File: src/inc/sfcmd_pkg.sv
package sfcmd_pkg;
   localparam logic [7:0] OP_BLOCK_ERASE_64K  = 8'hD8;
   localparam logic [7:0] OP_CHIP_ERASE       = 8'hC7;
   localparam logic [7:0] OP_CHIP_ERASE_ALT   = 8'h60;
   localparam logic [7:0] OP_PAGE_PROGRAM     = 8'h02;
   localparam logic [7:0] OP_WRITE_ENABLE     = 8'h06;
   localparam logic [7:0] OP_WRITE_DISABLE    = 8'h04;
   localparam logic [7:0] OP_DEEP_POWER_DOWN  = 8'hB9;
   localparam logic [7:0] OP_WAKE_SIGNATURE   = 8'hAB;
   localparam logic [7:0] OP_MAKER_DEVICE_ID  = 8'h90;
   localparam logic [7:0] OP_JEDEC_ID         = 8'h9F;
   localparam logic [7:0] OP_NO_OPERATION     = 8'h00;
   localparam logic [7:0] OP_RESET_ARM        = 8'h66;
   localparam logic [7:0] OP_RESET            = 8'h99;

   // Arbitrary identity values
   localparam logic [7:0] ID_MAKER            = 8'h5A;
   localparam logic [7:0] ID_MEM_TYPE         = 8'h3C;
   localparam logic [7:0] ID_MEM_DENSITY      = 8'h21;
   localparam logic [7:0] ID_DEVICE           = 8'h17;
   localparam logic [7:0] ID_SIGNATURE        = 8'h17;

   localparam int ADDR_W        = 24;
   localparam int PAGE_BYTES    = 256;
   localparam int BP_W          = 5;
   localparam logic [4:0] BP_NONE = 5'h00;

   localparam int CLK_HZ                    = 25_000_000;
   localparam int BLOCK_ERASE_TIME_US       = 1000;
   localparam int CHIP_ERASE_TIME_US        = 2000;
   localparam int PAGE_PROGRAM_TIME_US      = 100;
   localparam int POWER_DOWN_ENTRY_DELAY_US = 3;
   localparam int POWER_DOWN_EXIT_DELAY_US  = 8;
   localparam int BLOCK_ERASE_CYC  = BLOCK_ERASE_TIME_US * (CLK_HZ / 1_000_000);
   localparam int CHIP_ERASE_CYC   = CHIP_ERASE_TIME_US * (CLK_HZ / 1_000_000);
   localparam int PAGE_PROGRAM_CYC = PAGE_PROGRAM_TIME_US * (CLK_HZ / 1_000_000);
   localparam int PD_ENTRY_CYC     = POWER_DOWN_ENTRY_DELAY_US * (CLK_HZ / 1_000_000);
   localparam int PD_EXIT_CYC      = POWER_DOWN_EXIT_DELAY_US * (CLK_HZ / 1_000_000);

   typedef enum logic [1:0] {SFC_ARR_NONE, SFC_ARR_ERASE_BLOCK, SFC_ARR_ERASE_CHIP,
                             SFC_ARR_PROGRAM} sfc_arr_op_e;
endpackage

File: src/inc/sfc_array_if.sv
`timescale 1ns/1ps
`default_nettype none
interface sfc_array_if;
   logic                  start;
   sfcmd_pkg::sfc_arr_op_e op;
   logic [23:0]           addr;
   logic                  abort;
   logic                  load_we;
   logic [7:0]            load_idx;
   logic [7:0]            load_data;
   logic                  busy;
   modport seq (output start, output op, output addr, output abort,
                output load_we, output load_idx, output load_data, input busy);
   modport arr (input start, input op, input addr, input abort,
                input load_we, input load_idx, input load_data, output busy);
endinterface
`default_nettype wire

File: src/hw/sfc_flash_seq.sv
// Overview of operation
// Block erase sets every bit of the addressed 64K block to one.
// Opcode D8 decodes as the 64K block erase.
// Host sets the write enable latch before erase or program.
// Erase discarded unless chip select rises on a byte boundary.
// Self-timed cycle sets write-in-progress, then clears it and the latch.
// Protected block or page is left unchanged.
// Chip erase is opcode only, ending on the byte boundary.
// Chip erase runs only when no region is protected.
// Page program needs whole data bytes; otherwise rejected.
// Program address wraps to start of the same page.
// Only the last 256 data bytes are kept.
// Host should program whole aligned pages once each.
// Opcode B9 enters deep power-down.
// Power-down begins after the entry delay.
// In power-down only opcode AB is accepted.
// Wake acts only on byte boundary; exit takes the exit delay.
// Signature byte repeats while clocked; immediate when not powered down.
// Wake and signature read ignored during a write cycle.
// Opcode 90 plus three dummies returns maker then device ID, alternating.
// Opcode 9F returns 24 ID bits, not decoded while busy.
// No-operation only cancels a pending reset arm.
// Reset acts only directly after reset arm; restores power-on state.
// Reset during program or erase aborts it.
// Inputs sampled on rising clock edges, data driven on falling edges.
// Erase and program ignored while write enable latch is clear.
// Opcodes 66h and 99h are reset arm and reset.
`timescale 1ns/1ps
`default_nettype none
module sfc_flash_seq #(
   parameter int BLOCK_ERASE_CYC  = sfcmd_pkg::BLOCK_ERASE_CYC,
   parameter int CHIP_ERASE_CYC   = sfcmd_pkg::CHIP_ERASE_CYC,
   parameter int PAGE_PROGRAM_CYC = sfcmd_pkg::PAGE_PROGRAM_CYC
) (
   input  wire logic       mclk,
   input  wire logic       resetn,
   input  wire logic       spi_cs_n,
   input  wire logic       spi_sclk,
   input  wire logic       spi_si,
   input  wire logic [2:0] upper_io_lines,
   input  wire logic [4:0] block_protect_bits,
   output logic            spi_so,
   output logic            spi_so_oe,
   output logic            write_in_progress,
   output logic            write_enable_latch,
   output logic            deep_power_down,
   output logic            array_op_start,
   output logic [1:0]      array_op_kind,
   output logic [23:0]     array_op_addr
);
   typedef enum logic [2:0] {SFC_OPC, SFC_ADDR, SFC_DATA, SFC_TXID, SFC_SKIP} sfc_phase_e;

   ////////////////////////////////////////////////////////////////////////
   // Input synchronisers and serial clock edges

   logic [2:0] pins_s;
   logic       cs_n_s;
   logic       cs_act_s;
   logic       sclk_s;
   logic       si_s;
   logic       sclk_d_reg;
   logic       cs_d_reg;
   logic       rise;
   logic       fall;
   logic       cs_rise;

   sfc_sync #(.W(3)) u_sync (
      .mclk   (mclk),
      .resetn (resetn),
      .din    ({!spi_cs_n, spi_sclk, spi_si}),
      .dout   (pins_s)
   );
   // Select synchronised active high so reset reads as deselected
   assign {cs_act_s, sclk_s, si_s} = pins_s;
   assign cs_n_s = !cs_act_s;

   always_ff @(posedge mclk) begin
      if (!resetn) begin
         sclk_d_reg <= 1'b0;
         cs_d_reg   <= 1'b1;
      end else begin
         sclk_d_reg <= sclk_s;
         cs_d_reg   <= cs_n_s;
      end
   end

   assign rise    = !cs_n_s && sclk_s && !sclk_d_reg;
   assign fall    = !cs_n_s && !sclk_s && sclk_d_reg;
   assign cs_rise = cs_n_s && !cs_d_reg;

   function automatic logic is_write_op(input logic [7:0] op);
      is_write_op = (op == sfcmd_pkg::OP_BLOCK_ERASE_64K) || (op == sfcmd_pkg::OP_PAGE_PROGRAM)
                    || (op == sfcmd_pkg::OP_CHIP_ERASE) || (op == sfcmd_pkg::OP_CHIP_ERASE_ALT);
   endfunction

   // Protected region check: low four BP bits count protected top 64K blocks in every 16-block group, BP bit 4 protects all
   function automatic logic is_protected(input logic [4:0] bp, input logic [23:0] a);
      logic [7:0] blk;
      blk = a[23:16];
      if (bp == sfcmd_pkg::BP_NONE)
         is_protected = 1'b0;
      else if (bp[4])
         is_protected = 1'b1;
      else
         is_protected = ({4'h0, 4'hF - blk[3:0]} < {4'h0, bp[3:0]});
   endfunction

   ////////////////////////////////////////////////////////////////////////
   // Serial shifter

   sfc_array_if aif ();

   sfc_phase_e  phase_reg;
   logic [7:0]  opc_reg;
   logic [7:0]  sh_reg;
   logic [2:0]  bit_reg;
   logic [1:0]  abyte_reg;
   logic [23:0] addr_reg;
   logic [8:0]  dcnt_reg;
   logic [7:0]  pidx_reg;
   logic        byte_done;
   logic [7:0]  byte_val;
   logic [1:0]  id_sel_reg;
   logic [7:0]  tx_reg;
   logic [2:0]  tx_bit_reg;
   logic        pd_busy;

   assign byte_done = rise && (bit_reg == 3'd7);
   assign byte_val  = {sh_reg[6:0], si_s};
   assign pd_busy   = write_in_progress;

   always_ff @(posedge mclk) begin
      if (!resetn || cs_n_s) begin
         phase_reg <= SFC_OPC;
         bit_reg   <= '0;
         abyte_reg <= '0;
         dcnt_reg  <= '0;
         sh_reg    <= '0;
         opc_reg   <= '0;
         addr_reg  <= '0;
      end else if (rise) begin
         sh_reg  <= byte_val;
         bit_reg <= bit_reg + 3'd1;
         if (byte_done) begin
            case (phase_reg)
               SFC_OPC: begin
                  opc_reg <= byte_val;
                  if (deep_power_down && byte_val != sfcmd_pkg::OP_WAKE_SIGNATURE)
                     phase_reg <= SFC_SKIP;
                  else if (pd_busy && (byte_val == sfcmd_pkg::OP_JEDEC_ID
                           || byte_val == sfcmd_pkg::OP_WAKE_SIGNATURE))
                     phase_reg <= SFC_SKIP;
                  else if (byte_val == sfcmd_pkg::OP_BLOCK_ERASE_64K
                           || byte_val == sfcmd_pkg::OP_PAGE_PROGRAM
                           || byte_val == sfcmd_pkg::OP_MAKER_DEVICE_ID
                           || byte_val == sfcmd_pkg::OP_WAKE_SIGNATURE)
                     phase_reg <= SFC_ADDR;
                  else if (byte_val == sfcmd_pkg::OP_JEDEC_ID)
                     phase_reg <= SFC_TXID;
                  else
                     phase_reg <= SFC_SKIP;
               end
               SFC_ADDR: begin
                  addr_reg  <= {addr_reg[15:0], byte_val};
                  abyte_reg <= abyte_reg + 2'd1;
                  if (abyte_reg == 2'd2)
                     phase_reg <= (opc_reg == sfcmd_pkg::OP_PAGE_PROGRAM) ? SFC_DATA
                                : (opc_reg == sfcmd_pkg::OP_BLOCK_ERASE_64K) ? SFC_SKIP
                                : SFC_TXID;
               end
               SFC_DATA: begin
                  if (dcnt_reg != 9'h100)
                     dcnt_reg <= dcnt_reg + 9'd1;
               end
               default: phase_reg <= phase_reg;
            endcase
         end
      end
   end

   // Page load with in-page wrap; later bytes overwrite earlier ones
   always_ff @(posedge mclk) begin
      aif.load_we   <= 1'b0;
      aif.load_data <= byte_val;
      aif.load_idx  <= pidx_reg;
      if (!resetn) begin
         pidx_reg <= '0;
      end else if (byte_done && phase_reg == SFC_ADDR && abyte_reg == 2'd2) begin
         pidx_reg <= byte_val;
      end else if (byte_done && phase_reg == SFC_DATA && !pd_busy) begin
         aif.load_we <= 1'b1;
         pidx_reg    <= pidx_reg + 8'd1;
      end
   end

   ////////////////////////////////////////////////////////////////////////
   // ID output, driven on falling edges

   logic [7:0] id_byte;

   always_comb begin
      case (opc_reg)
         sfcmd_pkg::OP_JEDEC_ID: id_byte = (id_sel_reg == 2'd0) ? sfcmd_pkg::ID_MAKER
            : (id_sel_reg == 2'd1) ? sfcmd_pkg::ID_MEM_TYPE : sfcmd_pkg::ID_MEM_DENSITY;
         sfcmd_pkg::OP_MAKER_DEVICE_ID: id_byte = id_sel_reg[0] ? sfcmd_pkg::ID_DEVICE
            : sfcmd_pkg::ID_MAKER;
         default: id_byte = sfcmd_pkg::ID_SIGNATURE;
      endcase
   end

   always_ff @(posedge mclk) begin
      if (!resetn || cs_n_s) begin
         spi_so     <= 1'b0;
         spi_so_oe  <= 1'b0;
         tx_bit_reg <= '0;
         id_sel_reg <= '0;
         tx_reg     <= '0;
      end else if (phase_reg == SFC_TXID && fall) begin
         spi_so_oe  <= 1'b1;
         tx_bit_reg <= tx_bit_reg + 3'd1;
         if (tx_bit_reg == 3'd0) begin
            tx_reg <= id_byte;
            spi_so <= id_byte[7];
         end else begin
            spi_so <= tx_reg[3'd7 - tx_bit_reg];
         end
         if (tx_bit_reg == 3'd7)
            id_sel_reg <= (opc_reg == sfcmd_pkg::OP_MAKER_DEVICE_ID) ? {1'b0, ~id_sel_reg[0]}
                        : (id_sel_reg == 2'd2) ? 2'd2 : id_sel_reg + 2'd1;
      end
   end

   ////////////////////////////////////////////////////////////////////////
   // Command completion at chip select rise

   logic        reset_armed_reg;
   logic        soft_reset;
   logic        boundary;
   logic [31:0] pd_cnt_reg;
   logic        pd_entry_reg;
   logic        pd_exit_reg;

   assign boundary   = (bit_reg == 3'd0);
   assign soft_reset = cs_rise && boundary && phase_reg == SFC_SKIP
                       && opc_reg == sfcmd_pkg::OP_RESET && reset_armed_reg
                       && !deep_power_down;

   always_ff @(posedge mclk) begin
      if (!resetn || soft_reset) begin
         reset_armed_reg <= 1'b0;
      end else if (cs_rise && boundary && phase_reg != SFC_OPC) begin
         reset_armed_reg <= (opc_reg == sfcmd_pkg::OP_RESET_ARM);
      end
   end

   always_ff @(posedge mclk) begin
      aif.start <= 1'b0;
      if (!resetn || soft_reset) begin
         write_enable_latch <= 1'b0;
         aif.op             <= sfcmd_pkg::SFC_ARR_NONE;
         aif.addr           <= '0;
      end else if (write_in_progress && !aif.busy) begin
         write_enable_latch <= 1'b0;
      end else if (cs_rise && boundary && !write_in_progress && !deep_power_down) begin
         if (opc_reg == sfcmd_pkg::OP_WRITE_ENABLE && phase_reg == SFC_SKIP)
            write_enable_latch <= 1'b1;
         else if (opc_reg == sfcmd_pkg::OP_WRITE_DISABLE && phase_reg == SFC_SKIP)
            write_enable_latch <= 1'b0;
         else if (write_enable_latch) begin
            if (opc_reg == sfcmd_pkg::OP_BLOCK_ERASE_64K && phase_reg == SFC_SKIP) begin
               aif.start <= !is_protected(block_protect_bits, addr_reg);
               aif.op    <= sfcmd_pkg::SFC_ARR_ERASE_BLOCK;
               aif.addr  <= {addr_reg[23:16], 16'h0000};
            end else if ((opc_reg == sfcmd_pkg::OP_CHIP_ERASE
                          || opc_reg == sfcmd_pkg::OP_CHIP_ERASE_ALT) && phase_reg == SFC_SKIP) begin
               aif.start <= (block_protect_bits == sfcmd_pkg::BP_NONE);
               aif.op    <= sfcmd_pkg::SFC_ARR_ERASE_CHIP;
               aif.addr  <= '0;
            end else if (phase_reg == SFC_DATA && dcnt_reg != 9'h000) begin
               aif.start <= !is_protected(block_protect_bits, addr_reg);
               aif.op    <= sfcmd_pkg::SFC_ARR_PROGRAM;
               aif.addr  <= {addr_reg[23:8], 8'h00};
            end
            if (is_write_op(opc_reg) && is_protected(block_protect_bits, addr_reg))
               write_enable_latch <= 1'b0;
         end
      end
   end

   // Busy flag set on start, cleared one cycle after the array timer goes idle
   always_ff @(posedge mclk) begin
      if (!resetn || soft_reset)
         write_in_progress <= 1'b0;
      else if (aif.start)
         write_in_progress <= 1'b1;
      else if (write_in_progress && !aif.busy)
         write_in_progress <= 1'b0;
   end

   assign aif.abort = soft_reset;

   ////////////////////////////////////////////////////////////////////////
   // Deep power-down entry and exit delays

   always_ff @(posedge mclk) begin
      if (!resetn || soft_reset) begin
         deep_power_down <= 1'b0;
         pd_entry_reg    <= 1'b0;
         pd_exit_reg     <= 1'b0;
         pd_cnt_reg      <= '0;
      end else if (pd_entry_reg || pd_exit_reg) begin
         if (pd_cnt_reg <= 32'h0000_0001) begin
            deep_power_down <= pd_entry_reg;
            pd_entry_reg    <= 1'b0;
            pd_exit_reg     <= 1'b0;
         end
         pd_cnt_reg <= pd_cnt_reg - 32'h0000_0001;
      end else if (cs_rise && boundary && !write_in_progress) begin
         if (!deep_power_down && opc_reg == sfcmd_pkg::OP_DEEP_POWER_DOWN
             && phase_reg == SFC_SKIP) begin
            pd_entry_reg <= 1'b1;
            pd_cnt_reg   <= 32'(sfcmd_pkg::PD_ENTRY_CYC);
         end else if (deep_power_down && opc_reg == sfcmd_pkg::OP_WAKE_SIGNATURE
                      && phase_reg != SFC_OPC) begin
            pd_exit_reg <= 1'b1;
            pd_cnt_reg  <= 32'(sfcmd_pkg::PD_EXIT_CYC);
         end
      end
   end

   ////////////////////////////////////////////////////////////////////////
   // Array timer and observable outputs

   sfc_array_timer #(
      .BLOCK_ERASE_CYC  (BLOCK_ERASE_CYC),
      .CHIP_ERASE_CYC   (CHIP_ERASE_CYC),
      .PAGE_PROGRAM_CYC (PAGE_PROGRAM_CYC)
   ) u_timer (
      .mclk   (mclk),
      .resetn (resetn),
      .arr    (aif.arr)
   );

   always_ff @(posedge mclk) begin
      if (!resetn) begin
         array_op_start <= 1'b0;
         array_op_kind  <= '0;
         array_op_addr  <= '0;
      end else begin
         array_op_start <= aif.start;
         array_op_kind  <= aif.op;
         array_op_addr  <= aif.addr;
      end
   end
endmodule
`default_nettype wire

File: src/hw/sfc_sync.sv
`timescale 1ns/1ps
`default_nettype none
module sfc_sync #(
   parameter int W = 1
) (
   input  wire logic         mclk,
   input  wire logic         resetn,
   input  wire logic [W-1:0] din,
   output logic      [W-1:0] dout
);
   logic [W-1:0] meta_reg;

   always_ff @(posedge mclk) begin
      if (!resetn) begin
         meta_reg <= '0;
         dout     <= '0;
      end else begin
         meta_reg <= din;
         dout     <= meta_reg;
      end
   end
endmodule
`default_nettype wire

File: src/hw/sfc_array_timer.sv
`timescale 1ns/1ps
`default_nettype none
module sfc_array_timer #(
   parameter int BLOCK_ERASE_CYC  = sfcmd_pkg::BLOCK_ERASE_CYC,
   parameter int CHIP_ERASE_CYC   = sfcmd_pkg::CHIP_ERASE_CYC,
   parameter int PAGE_PROGRAM_CYC = sfcmd_pkg::PAGE_PROGRAM_CYC
) (
   input  wire logic mclk,
   input  wire logic resetn,
   sfc_array_if.arr  arr
);
   // Page buffer written on load strobes; the timer only counts cycles and never reads it
   logic [7:0]  page_buf [0:255];
   logic [31:0] cnt_reg;

   always_ff @(posedge mclk) begin
      if (arr.load_we)
         page_buf[arr.load_idx] <= arr.load_data;
   end

   always_ff @(posedge mclk) begin
      if (!resetn || arr.abort) begin
         arr.busy <= 1'b0;
         cnt_reg  <= '0;
      end else if (arr.start && !arr.busy) begin
         arr.busy <= 1'b1;
         case (arr.op)
            sfcmd_pkg::SFC_ARR_ERASE_BLOCK: cnt_reg <= 32'(BLOCK_ERASE_CYC);
            sfcmd_pkg::SFC_ARR_ERASE_CHIP:  cnt_reg <= 32'(CHIP_ERASE_CYC);
            default:                        cnt_reg <= 32'(PAGE_PROGRAM_CYC);
         endcase
      end else if (arr.busy) begin
         if (cnt_reg <= 32'h0000_0001)
            arr.busy <= 1'b0;
         cnt_reg <= cnt_reg - 32'h0000_0001;
      end
   end
endmodule
`default_nettype wire

File: config.mk
export PLATFORM = sky130hd
export DESIGN_NAME = sfc_flash_seq
export DESIGN_NICKNAME = d
export VERILOG_FILES = /design/src/inc/sfcmd_pkg.sv /design/src/inc/sfc_array_if.sv /design/src/hw/sfc_flash_seq.sv /design/src/hw/sfc_sync.sv /design/src/hw/sfc_array_timer.sv
export SDC_FILE = /design/constraint.sdc
export NUM_CORES = 1
export LEC_CHECK = 0
export BUFFER_PORTS_ARGS = -buffer_cell sky130_fd_sc_hd__buf_2
export CORE_MARGIN = 5
export CORE_UTILIZATION = 50
export DETAILED_ROUTE_END_ITERATION = 12
export PLACE_DENSITY = 0.67
export RECOVER_POWER = 100
export SETUP_SLACK_MARGIN = 0.2
export SLEW_MARGIN = 30
export SYNTH_ARGS = -nofsm -noshare
export SYNTH_HDL_FRONTEND = slang
export SYNTH_SLANG_ARGS = --single-unit
File: constraint.sdc
create_clock -name mclk -period 2.65 [get_ports mclk]
set_input_delay 0 -clock mclk [delete_from_list [all_inputs] [get_ports mclk]]
set_output_delay 0 -clock mclk [all_outputs]
set_load 0.01 [all_outputs]
==> results_dict.tcl, run 1 <==
set metrics [dict create \
    cts_buffer_depth 2 \
    seq_area_mm2 0.00375 \
    grtUsageTotal 0.186 \
    power_frac_comb 0.018 \
    io-pin-count 45 \
    ys_seq_elements 187 \
    syn_area_mm2 0.00840 \
    synthCells 988 \
    detailed_place_hpwl_um 12200 \
    drt-initial-drc-count 423 \
    end_kind "flip-flop" \
    io_buffers 33 \
    final_nets 1071 \
    wl_per_cell_um 14.1 \
    relSlewSlack 0.113 \
    die_w_um 140 \
    setup_viol 0 \
    die_area_mm2 0.0195 \
    sw_frac_of_total 0.234 \
    area_growth_syn_to_layout_pct 14.1 \
    ys_async_sr_fraction 0 \
    seq_power_share 0.510 \
    fillerInstances 1557 \
    rsz0062_at_grt "true" \
    wirelength_um 17900 \
    fmax_ghz 0.405 \
    report.final.slew_viol_count 0 \
    dr.pass1.iters 5 \
    yosysUniqueCellTypes 72 \
    grt.overflow.total 0 \
    fin_crit_ns 2.47 \
    crit_path_start "phase_reg[1]" \
    fin_crit_sh 0.931 \
    numCtsBuffers 17 \
    maxCapViolations 0 \
    ys_warn_count 0 \
    syn_avg_cell_area_um2 8.50 \
    ys.flop_type "dfxtp_1" \
    start_util 0.508 \
    synth_edf_count 0 \
    leakagePower_nw 3.49 \
    core-area_mm2 0.0165 \
    drive_gt1_frac 0.106 \
    clock_skew_ns 0.0116 \
    worstPathRequired_ns 3.02 \
    clk_latency_ns 0.44 \
    tritoncts "done" \
    ir_worst_vdd_uv 477 \
    finish.utilization 0.580 \
    die_height_um 140 \
    root_buffer "clkbuf_16" \
    grt_antenna_before_repair 0 \
    vias 6916 \
    hold_viol 0 \
    worstMarginPinSlew_ns 1.33 \
    grt_pass1_wl_um 30700 \
    p_int_mw 4.23 \
    clk_pin_slew_ns 0.07 \
    worst_hold_path_type "primary input to flip-flop" \
    worst_ep_arrival_time_ns 2.83 \
    globalplace.congestion 0.807 \
    cts_num_sinks 187 \
    p_sw_mw 1.29 \
    worstReg2RegStart "phase_reg[1]" \
    crit_fanout 8 \
    vias_per_cell 5.45 \
    ant_nets 0 \
    critPathKind "flip-flop to flip-flop" \
    row_count 47 \
    clkPwrFrac 0.472 \
    n_antenna_cell 0 \
    outcome "completed" \
    grt_max_degree 41 \
    p_total_mw 5.52 \
    min_from "block_protect_bits[3]" \
    seq_area_frac_synth 0.446 \
    p_per_area_mw_per_mm2 576 \
    drcViolationCount 0 \
    startpoint_type "flip-flop" \
    multi_input_comb_area_mm2 0.00435 \
    htreeDepth 4 \
    grt_pass1_vias 6433 \
]
==> what timing repair did <==
item	in CTS	in global routing
pin swaps	1	6
endpoints found under the setup margin	11	22
hold endpoints to repair	4	0
resized for setup	7	16
buffers inserted	1	8
hold buffers	4	0
==> Yosys cell counts (all sizes together) (5+ instances only) <==
library cell,n,area (um2)
buf,16,111
and2,27,169
nor4,20,131
mux2i,20,200
nor3b,7,52.6
xnor2,10,87.6
xor2,25,219
nand2,110,413
nor3,36,180
nand2b,11,68.8
nand4,9,56.3
o21ai,37,185
nand3,33,165
a211oi,12,103
inv,29,109
or4,12,93.8
mux2,6,67.6
a22o,8,70.1
dfxtp,187,3740
o211ai,17,138
or2,8,50.1
ha,22,275
clkbuf,39,148
a21oi,69,349
or3,17,106
and3,5,31.3
nor2,121,454
a31oi,10,62.6
nor2b,8,50.1
==> placed cells by master, fill, tap and decap left out, types with 5 or more instances in the layout <==
cell type | Yosys | layout
buf_2 | 2 | 10
nor3b_1 | 7 | 7
o211ai_1 | 15 | 16
nor2b_1 | 8 | 8
xnor2_1 | 10 | 10
nand2b_1 | 11 | 11
inv_8 | 0 | 7
clkbuf_16 | 0 | 17
nand3_1 | 33 | 33
nor2_1 | 121 | 121
and3_1 | 5 | 5
nor3_1 | 36 | 35
ha_1 | 22 | 22
mux2i_1 | 20 | 20
and2_1 | 27 | 13
and2_0 | 0 | 13
a22o_1 | 8 | 8
clkbuf_1 | 38 | 28
nand2_1 | 110 | 110
nand4_1 | 9 | 9
or4_1 | 11 | 9
nor4_1 | 19 | 19
a211oi_1 | 11 | 11
a21oi_1 | 68 | 67
dfxtp_1 | 187 | 184
xor2_1 | 25 | 25
o21ai_0 | 36 | 37
inv_1 | 29 | 29
buf_4 | 11 | 30
or3_1 | 17 | 16
conb_1 | 1 | 8
mux2_2 | 6 | 6
a31oi_1 | 10 | 10
==> routing by layer <==
| metal | GRT usage | up-vias | part of all wire |
|---|---|---|---|
| li1 | - | 3560 | - |
| met1 | 0.251 | 3245 | 0.49 |
| met2 | 0.304 | 98 | 0.47 |
| met3 | 0.0381 | 13 | 0.031 |
| met4 | 0.0530 | 0 | 0.011 |
| met5 | 0 | - | 0 |
==> cell type report <==
type,count,share of cell area
repair buffers,77,0.0506
flip-flops and latches,187,0.392
clock inverters,14,0.0175
clock buffers,18,0.0459
well taps,220,0.0287
multi-input cells,724,0.454
inverters,29,0.0114
==> critical path, cell delays in order (launching register included) <==
cell	delay, ns
dfxtp_1	0.36
or3b_1	0.43
or4_4	0.54
a21oi_1	0.28
nor2_1	0.20
or4_1	0.45
a21oi_1	0.14
==> power by group through the flow <==
stage / clock network [mW] / registers, mW / logic (mW)
after floorplan: 0 / 2.88 / 0.0664
after global placement: 0 / 2.89 / 0.0930
after detailed placement: 0 / 2.89 / 0.0930
after CTS: 2.67 / 2.82 / 0.0985
after global routing: 2.79 / 2.82 / 0.109
final: 2.61 / 2.82 / 0.0970
==> through the flow <==
step / hold WS, ns / instances / setup WS [ns] / setup TNS, ns / cell area (um2)
floorplan: 0.0716 / 995 / 0.203 / 0 / 8420
global route: 0.104 / 1269 / 0.0663 / 0 / 9580
finish: 0.0810 / 1269 / 0.183 / 0 / 9580
global placement: 0.160 / 1224 / 0.120 / 0 / 8870
CTS: 0.0708 / 1261 / 0.206 / 0 / 9540
detailed placement: 0.165 / 1224 / -0.0128 / -0.0235 / 8870
==> cell families after synthesis <==
group           after synthesis  synth area share
mux                          27            0.0346
other cells                   1          0.000447
flops                       187             0.446
buf+inv                      84            0.0438
simple gates                443             0.262
compound gates              189             0.145
fa+ha+maj                    22            0.0328
xor+xnor                     35            0.0365
==> worst paths after layout <==
check,endpoint,cells after the start,slack [ns]
setup reg to reg,pd_cnt_reg[9],6,0.18
hold reg to reg,u_sync.dout[0],1,0.44
setup / recovery,pd_cnt_reg[9],6,0.18
hold / removal,aif.start,4,0.08
Note: power is estimated with default switching activity, not from simulation.
==> inputs of run 2 (changes only) <==
==> constraint.sdc (replaced) <==
create_clock -name mclk -period 2.65 [get_ports mclk]
set_input_delay 0.1325 -clock mclk [delete_from_list [all_inputs] [get_ports mclk]]
set_output_delay 0.1325 -clock mclk [all_outputs]
set_load 0.01 [all_outputs]
==> run 2 against run 1 <==
Clock power up 5%; combinational power fell by 3.1%; sequential share of layout area fell by 0.082 points; largest power group unchanged; final cell count hardly changed; non-clock buffer count down 1; sequential cell count unchanged; critical path type unchanged; die area unchanged; clock skew about the same; utilization increased by 0.083 points.
==> results_dict.tcl, run 2 (synthesis results as in run 1) <==
set metrics [dict create \
    wl_per_cell_um 14.3 \
    layout_common_cells "dfxtp_1 (184), nor2_1 (121), nand2_1 (110)" \
    fin_crit_ns 2.46 \
    vias 6911 \
    crit_path_start "opc_reg[1]" \
    io-pin-count 45 \
    worst_hold_path_type "primary input to flip-flop" \
    stdcell_area_mm2 0.00959 \
    cp_slowest_stage_delay_ns 0.56 \
    p_per_area_mw_per_mm2 589 \
    grt.overflow.total 0 \
    htreeDepth 4 \
    maxCapViolations 0 \
    place_area_mm2 0.00888 \
    startpoint_type "flip-flop" \
    grt_max_degree 41 \
    dr.pass1.iters 5 \
    grt_antenna_before_repair 0 \
    drt-initial-drc-count 375 \
    timing.hold.ws_ns 0.0574 \
    worstReg2RegStart "opc_reg[1]" \
    die_area_mm2 0.0195 \
    tritoncts "done" \
    worstMarginPinSlew_ns 1.29 \
    cts_num_sinks 187 \
    cp_cell_sequence "or3b_1 > or4_4 > a211oi_2 > o211ai_2 > or4_1 > a21oi_2" \
    rsz0062_at_grt "true" \
    start_util 0.508 \
    reg2reg_slack_ns 0.19 \
    drive_gt1_frac 0.108 \
    report.final.slew_viol_count 0 \
    outcome "completed" \
    n_antenna_cell 0 \
    grt_pass1_wl_um 30800 \
    numCtsBuffers 17 \
    min_from "block_protect_bits[4]" \
    grtUsageTotal 0.187 \
    io_buffers 33 \
    drcViolationCount 0 \
    grt_pass1_vias 6468 \
    final_nets 1070 \
    clk_latency_ns 0.44 \
    fmax_ghz 0.406 \
    cts_buffer_depth 2 \
    end_kind "flip-flop" \
    worstPathRequired_ns 3.02 \
    core-area_mm2 0.0165 \
    clk_pin_slew_ns 0.07 \
    row_count 47 \
    leakagePower_nw 3.50 \
    area_growth_syn_to_layout_pct 14.2 \
    detailed_place_hpwl_um 12100 \
    crit_fanout 9 \
    ant_nets 0 \
    wirelength_um 18100 \
    post-place-ws_ns -0.0364 \
    clock_skew_ns 0.0112 \
    ir_worst_vdd_uv 477 \
    relSlewSlack 0.135 \
    setup_viol 0 \
    worst_ep_arrival_time_ns 2.83 \
    globalplace.congestion 0.806 \
    layout_commonest_cell "dfxtp_1" \
    p_total_mw 5.65 \
    crit_slowest_cell "or4_4" \
    vias_per_cell 5.45 \
    critPathKind "flip-flop to flip-flop" \
    finish.utilization 0.580 \
    die_w_um 140 \
    root_buffer "clkbuf_16" \
    fin_crit_sh 0.929 \
    fin_ws_ns 0.187 \
    die_height_um 140 \
    hold_viol 0 \
]
-- run 2: worst max-delay path, delay by kind of cell (launching register included) --
family | cells | cell delay (ns)
AND/OR/NAND/NOR | 3 | 1.37
AO/OA/AOI/OAI | 3 | 0.66
flip-flops | 1 | 0.37
-- run 2: what timing repair did --
action / 4_1_cts / 5_1_grt
hold buffers: 3 / 0
endpoints found under the setup margin: 9 / 22
gates resized for setup: 4 / 19
endpoints found under the hold margin: 3 / 0
buffers inserted: 0 / 5
pin swaps: 0 / 8
cloned: 0 / 1
-- run 2: path summary, 6_finish.rpt --
kind                            cells after the start              to
worst max-delay path                                6  pd_cnt_reg[25]
worst min-delay path                                3       aif.start
worst max register to register                      6  pd_cnt_reg[25]
worst min register to register                      1  u_sync.dout[1]
-- run 2: area by class of cell --
cell class                 count  area (um2)
clock buffer                  17         425
clock inverter                15         224
fill                        1515        6930
inverter                      29         109
multi-input combinational    724        4360
sequential                   187        3750
tap                          220         275
timing repair buffer          76         452
-- run 2: per-stage QoR --
| stage | TNS [ns] | instances |
|---|---|---|
| 2_1_floorplan | 0 | 995 |
| 3_3_place_gp | 0 | 1227 |
| 3_5_place_dp | -0.220 | 1227 |
| 4_1_cts | 0 | 1262 |
| 5_1_grt | 0 | 1268 |
| 6_report | 0 | 1268 |
-- run 2: per-layer routing --
metal | track usage | routed length, um | up-vias
li1 | - | - | 3557
met1 | 0.250 | 8630 | 3247
met2 | 0.308 | 8760 | 89
met3 | 0.0432 | 554 | 18
met4 | 0.0459 | 168 | 0
met5 | 0 | 0 | -
-- run 2: power breakdown --
| part | switching [mW] | internal, mW |
|---|---|---|
| Sequential | 0.00653 | 2.81 |
| Combinational | 0.0651 | 0.0289 |
| Clock | 1.26 | 1.47 |
| Total | 1.34 | 4.31 |
==> inputs of run 3 (changes only) <==
--- a/config.mk
+++ b/config.mk
@@ -7,9 +7,8 @@
 export LEC_CHECK = 0
 export BUFFER_PORTS_ARGS = -buffer_cell sky130_fd_sc_hd__buf_2
 export CORE_MARGIN = 5
-export CORE_UTILIZATION = 50
+export CORE_UTILIZATION = 40
 export DETAILED_ROUTE_END_ITERATION = 12
-export PLACE_DENSITY = 0.67
 export RECOVER_POWER = 100
 export SETUP_SLACK_MARGIN = 0.2
 export SLEW_MARGIN = 30
==> run 3 against run 2 <==
Hold slack got worse by 0.00076 ns; critical path depth rose by 1; maximum frequency rose by 0.58%; utilization fell by 12 points; largest cell class unchanged; largest power group unchanged; highest routed layer unchanged.
==> results_dict.tcl, run 3 (synthesis results as in run 1) <==
set metrics [dict create \
    worstMarginPinSlew_ns 0.757 \
    io_buffers 33 \
    worstPathRequired_ns 3.03 \
    worst_ep_arrival_time_ns 2.83 \
    ant_nets 0 \
    reg2reg_depth 7 \
    wl_per_cell_um 13.7 \
    numCtsBuffers 17 \
    io-pin-count 45 \
    grtUsageTotal 0.151 \
    critPathKind "flip-flop to flip-flop" \
    root_buffer "clkbuf_16" \
    layout_commonest_cell "dfxtp_1" \
    clock_skew_ns 0.00936 \
    startpoint_type "flip-flop" \
    vias 6909 \
    outcome "completed" \
    rsz0062_at_grt "true" \
    area_growth_syn_to_layout_pct 14.9 \
    report.final.slew_viol_count 0 \
    clk_pin_slew_ns 0.08 \
    fin_ws_ns 0.201 \
    cts_buffer_depth 2 \
    die_area_mm2 0.0240 \
    die_w_um 155 \
    hold_viol 0 \
    grt_antenna_before_repair 0 \
    detailed_place_hpwl_um 12700 \
    clk_latency_ns 0.43 \
    tritoncts "done" \
    wirelength_um 18200 \
    fin_crit_sh 0.924 \
    whs_path_depth 3 \
    crit_fanout 8 \
    final.setup.tns_ns 0 \
    crit_path_start "opc_reg[4]" \
    leakagePower_nw 3.50 \
    start_util 0.403 \
    final_nets 1076 \
    layout_common_cells "dfxtp_1 (183), nor2_1 (121), nand2_1 (110)" \
    worst_hold_path_type "primary input to flip-flop" \
    globalplace.congestion 0.816 \
    cp_slowest_stage_delay_ns 0.57 \
    setup_viol 0 \
    n_antenna_cell 0 \
    ir_worst_vdd_uv 407 \
    grt_max_degree 31 \
    finish.utilization 0.463 \
    crit_buf_inv 1 \
    dr.pass1.iters 4 \
    path_delay_family "simple AND/OR/NAND/NOR gates" \
    core-area_mm2 0.0208 \
    min_from "block_protect_bits[4]" \
    grt_pass1_wl_um 30500 \
    grt_pass1_vias 6338 \
    grt.overflow.total 0 \
    cp_cell_sequence "or4_1 > or4b_1 > o211ai_4 > buf_6 > a21o_1 > and2_2 > a22o_1" \
    fin_crit_ns 2.45 \
    relSlewSlack 0.489 \
    htreeDepth 4 \
    drt-initial-drc-count 352 \
    maxCapViolations 0 \
    row_count 53 \
    place_inst 1292 \
    die_height_um 155 \
    fmax_ghz 0.408 \
    crit_slowest_cell "or4b_1" \
    timing.hold.ws_ns 0.0566 \
    worstReg2RegStart "opc_reg[4]" \
    end_kind "flip-flop" \
    p_per_area_mw_per_mm2 575 \
    drcViolationCount 0 \
    cts_num_sinks 187 \
    worst-path-stages 7 \
    post-place-ws_ns 0.0136 \
    final_cells 1329 \
    drive_gt1_frac 0.107 \
    vias_per_cell 5.20 \
]
run 3: worst paths after layout:
kind / to / slack [ns]
max: aif.addr[16] / 0.20
min: aif.start / 0.06
max reg2reg: aif.addr[16] / 0.20
min reg2reg: u_sync.dout[2] / 0.44
run 3: report_power, final:
group	total [mW]	internal (mW)	switching (mW)
clock network	2.64	1.31	1.32
logic	0.0934	0.0276	0.0658
registers	2.82	2.81	0.00551
total	5.55	4.15	1.40
run 3: timing repair:
item	in CTS	in global routing
gates resized for setup	4	16
hold buffers	3	0
pin swaps	0	5
setup endpoints to repair	9	22
setup buffers	0	1
gates cloned	0	1
hold endpoints to repair	3	0
run 3: area by class of cell:
cell class | instances | area (um2)
flip-flops and latches | 187 | 3750
clock buffers | 17 | 425
clock inverters | 15 | 206
repair buffers | 82 | 473
fillers | 2077 | 11200
multi-input cells | 724 | 4340
inverters | 29 | 109
well taps | 275 | 344
run 3: per-stage QoR:
step | power [mW] | area (um2)
final | 5.55 | 9650
after global routing | 5.76 | 9650
after CTS | 5.62 | 9680
after detailed placement | 2.98 | 9010
after global placement | 2.98 | 9010
after floorplan | 2.95 | 8420
run 3: worst reg2reg max path, cell delays in order, from the launching register on:
cell,delay (ns)
dfxtp_1,0.31
or4_1,0.54
or4b_1,0.57
o211ai_4,0.26
buf_6,0.14
a21o_1,0.13
and2_2,0.28
a22o_1,0.17
run 3: routing by layer:
| metal | track usage | vias to the layer above | wire length (um) |
|---|---|---|---|
| met5 | 0 | - | 0 |
| met4 | 0.0374 | 0 | 138 |
| met3 | 0.0331 | 12 | 543 |
| met2 | 0.244 | 101 | 8390 |
| met1 | 0.207 | 3220 | 9090 |
| li1 | - | 3576 | - |
